<file path="config.mk">
export PLATFORM = sky130hd
export DESIGN_NAME = reset_config_word_decode
export DESIGN_NICKNAME = d
export VERILOG_FILES = /design/src/hdl/rcwd_pkg.sv /design/src/hdl/rcwd_core_power.sv /design/src/hdl/rcwd_clock_gate.sv /design/src/hdl/reset_config_word_decode.sv
export SDC_FILE = /design/constraint.sdc
export NUM_CORES = 1
export LEC_CHECK = 0
export BUFFER_PORTS_ARGS = -buffer_cell sky130_fd_sc_hd__buf_2
export CAP_MARGIN = 0
export CORE_MARGIN = 8
export CORE_UTILIZATION = 41
export CTS_BUF_LIST = sky130_fd_sc_hd__clkbuf_16
export CTS_CLUSTER_DIAMETER = 40
export DETAILED_ROUTE_END_ITERATION = 8
export GPL_TIMING_DRIVEN = 0
export PLACE_DENSITY = 0.75
export SYNTH_ARGS = -nofsm -noshare
export SYNTH_HDL_FRONTEND = slang
export SYNTH_SLANG_ARGS = --single-unit
</file>
<file path="constraint.sdc">
create_clock -name clock -period 1.7 [get_ports clock]
set_clock_uncertainty 0.1 [all_clocks]
set_input_delay 0.51 -clock clock [delete_from_list [all_inputs] [get_ports clock]]
set_output_delay 0.51 -clock clock [all_outputs]
set_load 0.005 [all_outputs]
</file>
<file path="src/hdl/rcwd_pkg.sv">
package rcwd_pkg;
    // Configuration word field positions
    localparam int CSFIVE_BIT    = 21;
    localparam int XFER_CODE_LO  = 22;
    localparam int XFER_CODE_HI  = 23;
    localparam int LE_BIT        = 24;
    localparam int MUNGED_BIT    = 25;
    localparam int RSV26_BIT     = 26;
    localparam int RSV27_BIT     = 27;
    localparam int MODE_HI_LO    = 28;
    localparam int MODE_HI_HI    = 30;
    localparam int RSV31_BIT     = 31;

    // Transfer-code pin patterns
    localparam logic [1:0] XFER_CODE_PINS = 2'h0;
    localparam logic [1:0] XFER_CODE_BANK = 2'h2;

    // Reset values
    localparam logic [31:0] DEFAULT_WORD = 32'h00000000;
    localparam logic [4:0]  MODE_RESET   = 5'h00;

    // Window for the word to arrive, in input clock cycles
    localparam int          WORD_WINDOW_CYC = 1024;
    localparam logic [10:0] WINDOW_LAST     = 11'(WORD_WINDOW_CYC - 1);

    // Number of internal peripherals with a clock mask, and of cores
    localparam int NUM_PERIPH = 8;
    localparam int NUM_CORES  = 4;

    typedef enum logic [1:0] {
        RCWD_WAITWORD,
        RCWD_DONE
    } rcwd_state_e;
endpackage

</file>
<file path="src/hdl/rcwd_core_power.sv">
`timescale 1ns/10ps
module rcwd_core_power (
    // Clock and reset
    input  wire logic clock,
    input  wire logic reset,
    // Control
    input  wire logic anyDeviceReset,
    input  wire logic stopReq,
    input  wire logic waitReq,
    input  wire logic irqReq,
    input  wire logic debugReq,
    // Status
    output logic      coreStopped,
    output logic      coreWaiting
);
    logic stopped_ff;
    logic waiting_ff;

    // Stop mode left only through a device reset
    always_ff @(posedge clock) begin
        if (reset || anyDeviceReset) begin
            stopped_ff <= 1'b0;
        end else if (stopReq) begin
            stopped_ff <= 1'b1;
        end
    end

    // Wait mode left on interrupt, reset or debug
    always_ff @(posedge clock) begin
        if (reset || anyDeviceReset) begin
            waiting_ff <= 1'b0;
        end else if (irqReq || debugReq) begin
            waiting_ff <= 1'b0;
        end else if (waitReq && !stopped_ff) begin
            waiting_ff <= 1'b1;
        end
    end

    assign coreStopped = stopped_ff;
    assign coreWaiting = waiting_ff;
endmodule

</file>
<file path="src/hdl/rcwd_clock_gate.sv">
`timescale 1ns/10ps
module rcwd_clock_gate (
    // Clock and reset
    input  wire logic clock,
    input  wire logic reset,
    // Control
    input  wire logic maskEn,
    input  wire logic clockIn,
    // Gated output
    output logic      clockOut
);
    logic mask_ff;

    // Mask sampled each cycle
    always_ff @(posedge clock) begin
        if (reset) begin
            mask_ff <= 1'b0;
        end else begin
            mask_ff <= maskEn;
        end
    end

    assign clockOut = clockIn & ~mask_ff;
endmodule

</file>
<file path="src/hdl/reset_config_word_decode.sv">
`timescale 1ns/10ps
module reset_config_word_decode (
    // Clock and reset
    input  wire logic                            clock,
    input  wire logic                            reset,
    // Device resets
    input  wire logic                            power_on_reset_n,
    input  wire logic                            hard_reset_n,
    input  wire logic                            soft_reset_n,
    // Configuration word input
    input  wire logic                            cfgWordValid,
    input  wire logic [31:0]                     cfgWordData,
    // Clock mode pins
    input  wire logic [1:0]                      clockModePins,
    // Interface configuration writes
    input  wire logic                            sysCfgWrite,
    input  wire logic                            bus_clock_output_disable,
    input  wire logic [rcwd_pkg::NUM_PERIPH-1:0] periphClockMask,
    // Core power requests
    input  wire logic [rcwd_pkg::NUM_CORES-1:0]  coreStopReq,
    input  wire logic [rcwd_pkg::NUM_CORES-1:0]  coreWaitReq,
    input  wire logic [rcwd_pkg::NUM_CORES-1:0]  coreIrqReq,
    input  wire logic [rcwd_pkg::NUM_CORES-1:0]  coreDebugReq,
    // Clocks to gate
    input  wire logic                            busClockIn,
    input  wire logic [rcwd_pkg::NUM_PERIPH-1:0] periphClockIn,
    // Decoded configuration
    output logic [31:0]                          hard_reset_config_word,
    output logic                                 cfgDone,
    output logic                                 chip_select_five_pin_cfg,
    output logic                                 chipSelectFiveEn,
    output logic                                 busControlOneEn,
    output logic [1:0]                           transfer_code_pin_cfg,
    output logic                                 transferCodeEn,
    output logic                                 bankSelectEn,
    output logic                                 host_little_endian_sel,
    output logic                                 munged_endian_sel,
    output logic                                 reservedBitsBad,
    output logic [4:0]                           clock_mode_bits,
    output logic [4:0]                           systemPllMult,
    // Clock outputs
    output logic                                 bus_clock_output,
    output logic [rcwd_pkg::NUM_PERIPH-1:0]      periphClockOut,
    // Core power status
    output logic [rcwd_pkg::NUM_CORES-1:0]       coreStopped,
    output logic [rcwd_pkg::NUM_CORES-1:0]       coreWaiting
);
    rcwd_pkg::rcwd_state_e state_ff;
    rcwd_pkg::rcwd_state_e nxt_state;
    logic [10:0]                     winCnt_ff;
    logic [31:0]                     word_ff;
    logic [1:0]                      modePins_ff;
    logic [4:0]                      pllMult_ff;
    logic                            pllLoaded_ff;
    logic                            porPrev_ff;
    logic                            clkDis_ff;
    logic [rcwd_pkg::NUM_PERIPH-1:0] perMask_ff;
    logic                            hardAsserted;
    logic                            porRise;
    logic                            anyDevReset;
    logic                            timedOut;

    // Field extraction shared by decode paths
    function automatic logic [1:0] xfer_code_field(input logic [31:0] w);
        xfer_code_field = w[rcwd_pkg::XFER_CODE_HI:rcwd_pkg::XFER_CODE_LO];
    endfunction

    function automatic logic [2:0] mode_high(input logic [31:0] w);
        mode_high = w[rcwd_pkg::MODE_HI_HI:rcwd_pkg::MODE_HI_LO];
    endfunction

    assign hardAsserted = !hard_reset_n || !power_on_reset_n;
    assign porRise      = power_on_reset_n && !porPrev_ff;
    assign anyDevReset  = hardAsserted || !soft_reset_n;
    assign timedOut     = (winCnt_ff == rcwd_pkg::WINDOW_LAST);

    // Power-on reset history, idle high so no false edge
    always_ff @(posedge clock) begin
        if (reset) begin
            porPrev_ff <= 1'b1;
        end else begin
            porPrev_ff <= power_on_reset_n;
        end
    end

    // Loader sequencing
    always_comb begin
        nxt_state = state_ff;
        case (state_ff)
            rcwd_pkg::RCWD_WAITWORD: begin
                if (cfgWordValid || timedOut) begin
                    nxt_state = rcwd_pkg::RCWD_DONE;
                end
            end
            rcwd_pkg::RCWD_DONE: begin
                nxt_state = rcwd_pkg::RCWD_DONE;
            end
            default: begin
                nxt_state = rcwd_pkg::RCWD_WAITWORD;
            end
        endcase
        if (hardAsserted) begin
            nxt_state = rcwd_pkg::RCWD_WAITWORD;
        end
    end

    always_ff @(posedge clock) begin
        if (reset) begin
            state_ff <= rcwd_pkg::RCWD_WAITWORD;
        end else begin
            state_ff <= nxt_state;
        end
    end

    // Arrival window counter
    always_ff @(posedge clock) begin
        if (reset || hardAsserted) begin
            winCnt_ff <= 11'h000;
        end else if (state_ff == rcwd_pkg::RCWD_WAITWORD && !timedOut) begin
            winCnt_ff <= winCnt_ff + 11'h001;
        end
    end

    // Configuration word capture
    always_ff @(posedge clock) begin
        if (reset) begin
            word_ff <= rcwd_pkg::DEFAULT_WORD;
        end else if (state_ff == rcwd_pkg::RCWD_WAITWORD && !hardAsserted) begin
            if (cfgWordValid) begin
                word_ff <= cfgWordData;
            end else if (timedOut) begin
                word_ff <= rcwd_pkg::DEFAULT_WORD;
            end
        end
    end

    // Low clock mode pins at power-on release
    always_ff @(posedge clock) begin
        if (reset) begin
            modePins_ff <= 2'h0;
        end else if (porRise && !hard_reset_n) begin
            modePins_ff <= clockModePins;
        end
    end

    // PLL multiplier loads once per power-on
    always_ff @(posedge clock) begin
        if (reset || !power_on_reset_n) begin
            pllLoaded_ff <= 1'b0;
            pllMult_ff   <= rcwd_pkg::MODE_RESET;
        end else if (!pllLoaded_ff && state_ff == rcwd_pkg::RCWD_DONE) begin
            pllLoaded_ff <= 1'b1;
            pllMult_ff   <= {mode_high(word_ff), modePins_ff};
        end
    end

    // Interface configuration bits
    always_ff @(posedge clock) begin
        if (reset || hardAsserted) begin
            clkDis_ff  <= 1'b0;
            perMask_ff <= '0;
        end else if (sysCfgWrite) begin
            clkDis_ff  <= bus_clock_output_disable;
            perMask_ff <= periphClockMask;
        end
    end

    // Decode of held word
    assign hard_reset_config_word   = word_ff;
    assign cfgDone                  = (state_ff == rcwd_pkg::RCWD_DONE);
    assign chip_select_five_pin_cfg =
        word_ff[rcwd_pkg::CSFIVE_BIT];
    assign chipSelectFiveEn =
        !word_ff[rcwd_pkg::CSFIVE_BIT];
    assign busControlOneEn =
        word_ff[rcwd_pkg::CSFIVE_BIT];
    assign transfer_code_pin_cfg    = xfer_code_field(word_ff);
    assign transferCodeEn =
        (xfer_code_field(word_ff) == rcwd_pkg::XFER_CODE_PINS);
    assign bankSelectEn =
        (xfer_code_field(word_ff) == rcwd_pkg::XFER_CODE_BANK);
    assign host_little_endian_sel   = word_ff[rcwd_pkg::LE_BIT];
    assign munged_endian_sel        = word_ff[rcwd_pkg::LE_BIT]
                                    & word_ff[rcwd_pkg::MUNGED_BIT];
    assign reservedBitsBad = word_ff[rcwd_pkg::RSV26_BIT]
                           | word_ff[rcwd_pkg::RSV31_BIT]
                           | (cfgWordValid_seen() & ~word_ff[rcwd_pkg::RSV27_BIT]);
    assign clock_mode_bits = {mode_high(word_ff), modePins_ff};
    assign systemPllMult   = pllMult_ff;

    // Flag applies only to supplied words, not the default
    function automatic logic cfgWordValid_seen();
        cfgWordValid_seen = (word_ff != rcwd_pkg::DEFAULT_WORD);
    endfunction

    // Bus clock output gate
    rcwd_clock_gate uBusGate (
        .clock    (clock),
        .reset    (reset),
        .maskEn   (clkDis_ff),
        .clockIn  (busClockIn),
        .clockOut (bus_clock_output)
    );

    // Peripheral clock gates and core power control
    genvar gi;
    generate
        for (gi = 0; gi < rcwd_pkg::NUM_PERIPH; gi++) begin : gPer
            rcwd_clock_gate uPerGate (
                .clock    (clock),
                .reset    (reset),
                .maskEn   (perMask_ff[gi]),
                .clockIn  (periphClockIn[gi]),
                .clockOut (periphClockOut[gi])
            );
        end
        for (gi = 0; gi < rcwd_pkg::NUM_CORES; gi++) begin : gCore
            rcwd_core_power uCore (
                .clock          (clock),
                .reset          (reset),
                .anyDeviceReset (anyDevReset),
                .stopReq        (coreStopReq[gi]),
                .waitReq        (coreWaitReq[gi]),
                .irqReq         (coreIrqReq[gi]),
                .debugReq       (coreDebugReq[gi]),
                .coreStopped    (coreStopped[gi]),
                .coreWaiting    (coreWaiting[gi])
            );
        end
    endgenerate
endmodule

</file>
==> run_summary.xml <==
<?xml version="1.0" encoding="UTF-8"?>
<metrics>
  <group name="outcome">
    <metric name="run_status" unit="">finished, violations left</metric>
    <metric name="failed_checks" unit="">negative setup slack</metric>
  </group>
  <group name="cts">
    <metric name="cts_hold_repair.buffers" unit="">0</metric>
    <metric name="root_buffer" unit="">sky130_fd_sc_hd__clkbuf_16</metric>
    <metric name="cts_tree" unit="">built</metric>
    <metric name="cts_sinks" unit="">79</metric>
    <metric name="cts_buffers" unit="">9</metric>
    <metric name="cts.reportedPaths.clkPinSlew" unit="ps">60</metric>
    <metric name="clk-insertion-delay-late" unit="ps">320</metric>
    <metric name="cts.htree.levels" unit="">3</metric>
    <metric name="cts_max_path_buffers" unit="">2</metric>
  </group>
  <group name="critical_path">
    <metric name="timing.critical_path.arrival" unit="ps">1450</metric>
    <metric name="startpoint_type" unit="">flop</metric>
    <metric name="crit_type" unit="">reg2out</metric>
    <metric name="path_max_fanout" unit="">3</metric>
    <metric name="cp_data_required_time" unit="ps">1090</metric>
    <metric name="cp-end-kind" unit="">output pin</metric>
  </group>
  <group name="timing">
    <metric name="achievable-frequency" unit="MHz">486</metric>
    <metric name="final-max-slew-violation-count" unit="">0</metric>
    <metric name="relSlewSlack" unit="">0.570</metric>
    <metric name="setup_total_negative_slack" unit="ps">-356</metric>
    <metric name="fin_ws" unit="ps">-356</metric>
    <metric name="period_needed" unit="ps">2060</metric>
    <metric name="worst-slew-pin-transition" unit="ps">644</metric>
    <metric name="unrepaired_setup_endpoints_after_global_routing" unit="">true</metric>
    <metric name="setup_viol_count_final" unit="">1</metric>
    <metric name="timing_hold_violations_final" unit="">0</metric>
    <metric name="finalCritPeriodShare" unit="">1.21</metric>
  </group>
  <group name="layout">
    <metric name="syn_to_final_growth" unit="%">44.3</metric>
    <metric name="final_layout_size_suffix_gt1_frac" unit="">0.499</metric>
    <metric name="n_antenna_cell" unit="">0</metric>
    <metric name="final_net_count" unit="">532</metric>
  </group>
  <group name="yosys">
    <metric name="synth_largest_area_cell" unit="">sky130_fd_sc_hd__dfxtp_1</metric>
    <metric name="postSynthAreaPerCell" unit="sq um">10.2</metric>
    <metric name="fraction_of_the_mapped_netlist_area_in_compound_gates" unit="">0.142</metric>
    <metric name="synth.cell_area" unit="sq um">3020</metric>
    <metric name="synth_cell_type_count" unit="">43</metric>
    <metric name="post_synth_most_frequent_cells" unit="">sky130_fd_sc_hd__dfxtp_1 (79), sky130_fd_sc_hd__nor2_1 (35), sky130_fd_sc_hd__a22o_1 (32), sky130_fd_sc_hd__buf_4 (24), sky130_fd_sc_hd__nor2b_1 (18)</metric>
    <metric name="postSynthRegisterBits" unit="">79</metric>
    <metric name="post_synth_edffs" unit="">0</metric>
    <metric name="synth.mux.area_fraction" unit="">0.0531</metric>
    <metric name="yosysSeqAreaShare" unit="">0.524</metric>
    <metric name="number_of_instances_in_the_synthesized_netlist" unit="">296</metric>
    <metric name="yosysMostFrequentCell" unit="">sky130_fd_sc_hd__dfxtp_1</metric>
    <metric name="simple_gate_area_share_of_the_yosys_netlist" unit="">0.171</metric>
    <metric name="asyncSetResetFlopFracSynth" unit="">0</metric>
    <metric name="synth_xor_area_frac" unit="">0.0116</metric>
    <metric name="yosys_warnings" unit="">0</metric>
    <metric name="ys_dominant_reg_cell" unit="">sky130_fd_sc_hd__dfxtp_1</metric>
    <metric name="synth.net_count" unit="">372</metric>
    <metric name="synth_top_area_share" unit="">0.524</metric>
    <metric name="yosys.area_share.adder" unit="">0.00415</metric>
    <metric name="combinational_family_with_the_most_area_after_synthesis" unit="">simple AND/OR/NAND/NOR gates</metric>
    <metric name="post_synth_main_area_contributors" unit="">sky130_fd_sc_hd__dfxtp_1 (52%), sky130_fd_sc_hd__a22o_1 (9.3%), sky130_fd_sc_hd__buf_4 (6.0%), sky130_fd_sc_hd__mux2i_1 (5.3%), sky130_fd_sc_hd__nor2_1 (4.4%)</metric>
  </group>
  <group name="power_and_ir_drop">
    <metric name="irDropWorstVdd" unit="uV">574</metric>
    <metric name="pwr_density_cell" unit="nW/um^2">946</metric>
    <metric name="static_leakage" unit="uW">0.00213</metric>
    <metric name="power" unit="uW">4120</metric>
  </group>
  <group name="floorplan">
    <metric name="start_util" unit="">0.420</metric>
    <metric name="io-pin-count" unit="">145</metric>
    <metric name="die_area" unit="sq um">10400</metric>
    <metric name="floorplan.die.width" unit="um">102</metric>
    <metric name="die_height" unit="um">102</metric>
    <metric name="num_rows" unit="">31</metric>
    <metric name="area_of_the_core" unit="sq um">7180</metric>
  </group>
  <group name="global_routing">
    <metric name="number_of_global_route_vias_before_repair" unit="">2829</metric>
    <metric name="grt-ovfl-total" unit="">0</metric>
    <metric name="largest_net_degree_at_the_start_of_global_routing" unit="">14</metric>
    <metric name="grt_antenna_before_repair" unit="">0</metric>
    <metric name="global_route_wire_length_before_repair" unit="um">12700</metric>
    <metric name="global_route_total_usage_across_every_layer" unit="">0.154</metric>
  </group>
  <group name="routing">
    <metric name="detail_route.wl_per_cell" unit="um">14.4</metric>
    <metric name="drt_iter0_drc" unit="">30</metric>
    <metric name="via_per_inst" unit="">4.81</metric>
    <metric name="drt_wl_total" unit="um">8070</metric>
    <metric name="vias" unit="">2696</metric>
    <metric name="drtPass1Iterations" unit="">4</metric>
    <metric name="route.detailed.drc" unit="">0</metric>
    <metric name="detail-route-antenna-nets" unit="">0</metric>
  </group>
  <group name="place">
    <metric name="detailed_place_hpwl" unit="um">6040</metric>
    <metric name="final_estimated_routing_congestion_in_global_placement" unit="">0.762</metric>
    <metric name="port_buffers" unit="">143</metric>
  </group>
  <group name="hold_path">
    <metric name="min-delay-path-class" unit="">in2reg</metric>
  </group>
  <group name="run">
    <metric name="drv.max_cap_violation_count" unit="">0</metric>
  </group>
</metrics>
==> registers in the layout, summed over array words and instances (netlist names) <==
signal / count
hard_reset_config_word: 32
winCnt_ff: 11
gPer.uPerGate.mask_ff: 8
perMask_ff: 8
systemPllMult: 5
gCore.uCore.coreStopped: 4
gCore.uCore.coreWaiting: 4
modePins_ff: 2
clkDis_ff: 1
pllLoaded_ff: 1
porPrev_ff: 1
state_ff: 1
uBusGate.mask_ff: 1
==> final timing paths <==
check                       startpoint                    endpoint  slack (ps)  cells past startpoint
max          hard_reset_config_word[4]             reservedBitsBad        -360                      5
min                    coreDebugReq[0]  gCore[0].uCore.coreWaiting         240                      2
max reg2reg               winCnt_ff[4]   hard_reset_config_word[6]          20                      6
min reg2reg              winCnt_ff[10]               winCnt_ff[10]         350                      2
==> where the power goes <==
group,total [uW],leakage [uW],switching [uW],internal (uW)
registers,1920,0.000649,37.3,1890
logic,353,0.00134,146,206
clock network,1840,0.000140,718,1120
total,4120,0.00213,902,3210
==> layout make-up <==
class / count / area (sq um)
fillers: 606 / 2820
flip-flops and latches: 79 / 1610
multi-input cells: 171 / 1250
repair buffers: 150 / 772
plain buffers: 38 / 280
clock buffers: 9 / 225
well taps: 99 / 124
clock inverters: 7 / 63.8
inverters: 7 / 26.3
==> cell usage in the layout, fill, tap and decap left out, types with 7 or more instances in the layout <==
master | synthesis | final
sky130_fd_sc_hd__a22o_1 | 32 | 32
sky130_fd_sc_hd__buf_2 | 10 | 147
sky130_fd_sc_hd__buf_4 | 24 | 31
sky130_fd_sc_hd__clkbuf_16 | 0 | 9
sky130_fd_sc_hd__dfxtp_1 | 79 | 64
sky130_fd_sc_hd__dfxtp_2 | 0 | 10
sky130_fd_sc_hd__inv_1 | 7 | 7
sky130_fd_sc_hd__mux2i_1 | 16 | 16
sky130_fd_sc_hd__nor2_1 | 35 | 34
sky130_fd_sc_hd__nor2b_1 | 18 | 18
==> worst max-delay path, stage by stage, from the launching register on <==
cell and delay, ps:
sky130_fd_sc_hd__dfxtp_2 330, sky130_fd_sc_hd__nor4_2 270, sky130_fd_sc_hd__nand4_1 170, sky130_fd_sc_hd__nor2_1 150, sky130_fd_sc_hd__o21ai_1 70, sky130_fd_sc_hd__buf_2 120
==> cells by family (layout without fill, tap and decap cells) <==
kind of cell | Yosys count | in the layout
DFF | 79 | 79
buffers and inverters | 46 | 211
AOI/OAI and AO/OA | 54 | 54
and+or+nand+nor | 96 | 96
adders and majority gates | 1 | 1
xor gates and xnor gates | 4 | 4
muxes | 16 | 16
==> routing by layer <==
metal / wire length, um / share of wire / track usage
met1: 3420 / 0.42 / 0.181
met3: 967 / 0.12 / 0.0639
met4: 117 / 0.015 / 0.0676
met5: 0 / 0 / 0
met2: 3560 / 0.44 / 0.240
==> repair_timing <==
action                     4_1_cts  5_1_grt
setup buffers                    5        2
resized for setup               23       28
pin swaps                        5       12
setup endpoints to repair       36       41
gates cloned                     0        0
==> stage by stage <==
step | hold WS (ps) | setup slack (ps) | cells | utilization | area [sq um]
5_1_grt | 243 | -447 | 560 | 0.606 | 4350
4_1_cts | 235 | -348 | 559 | 0.591 | 4240
2_1_floorplan | 316 | 25.0 | 296 | - | 3020
3_3_place_gp | 331 | -418 | 538 | 0.537 | 3850
3_5_place_dp | 338 | -487 | 538 | 0.537 | 3850
6_report | 241 | -356 | 560 | 0.606 | 4350
(Power assumes the default switching activity.)
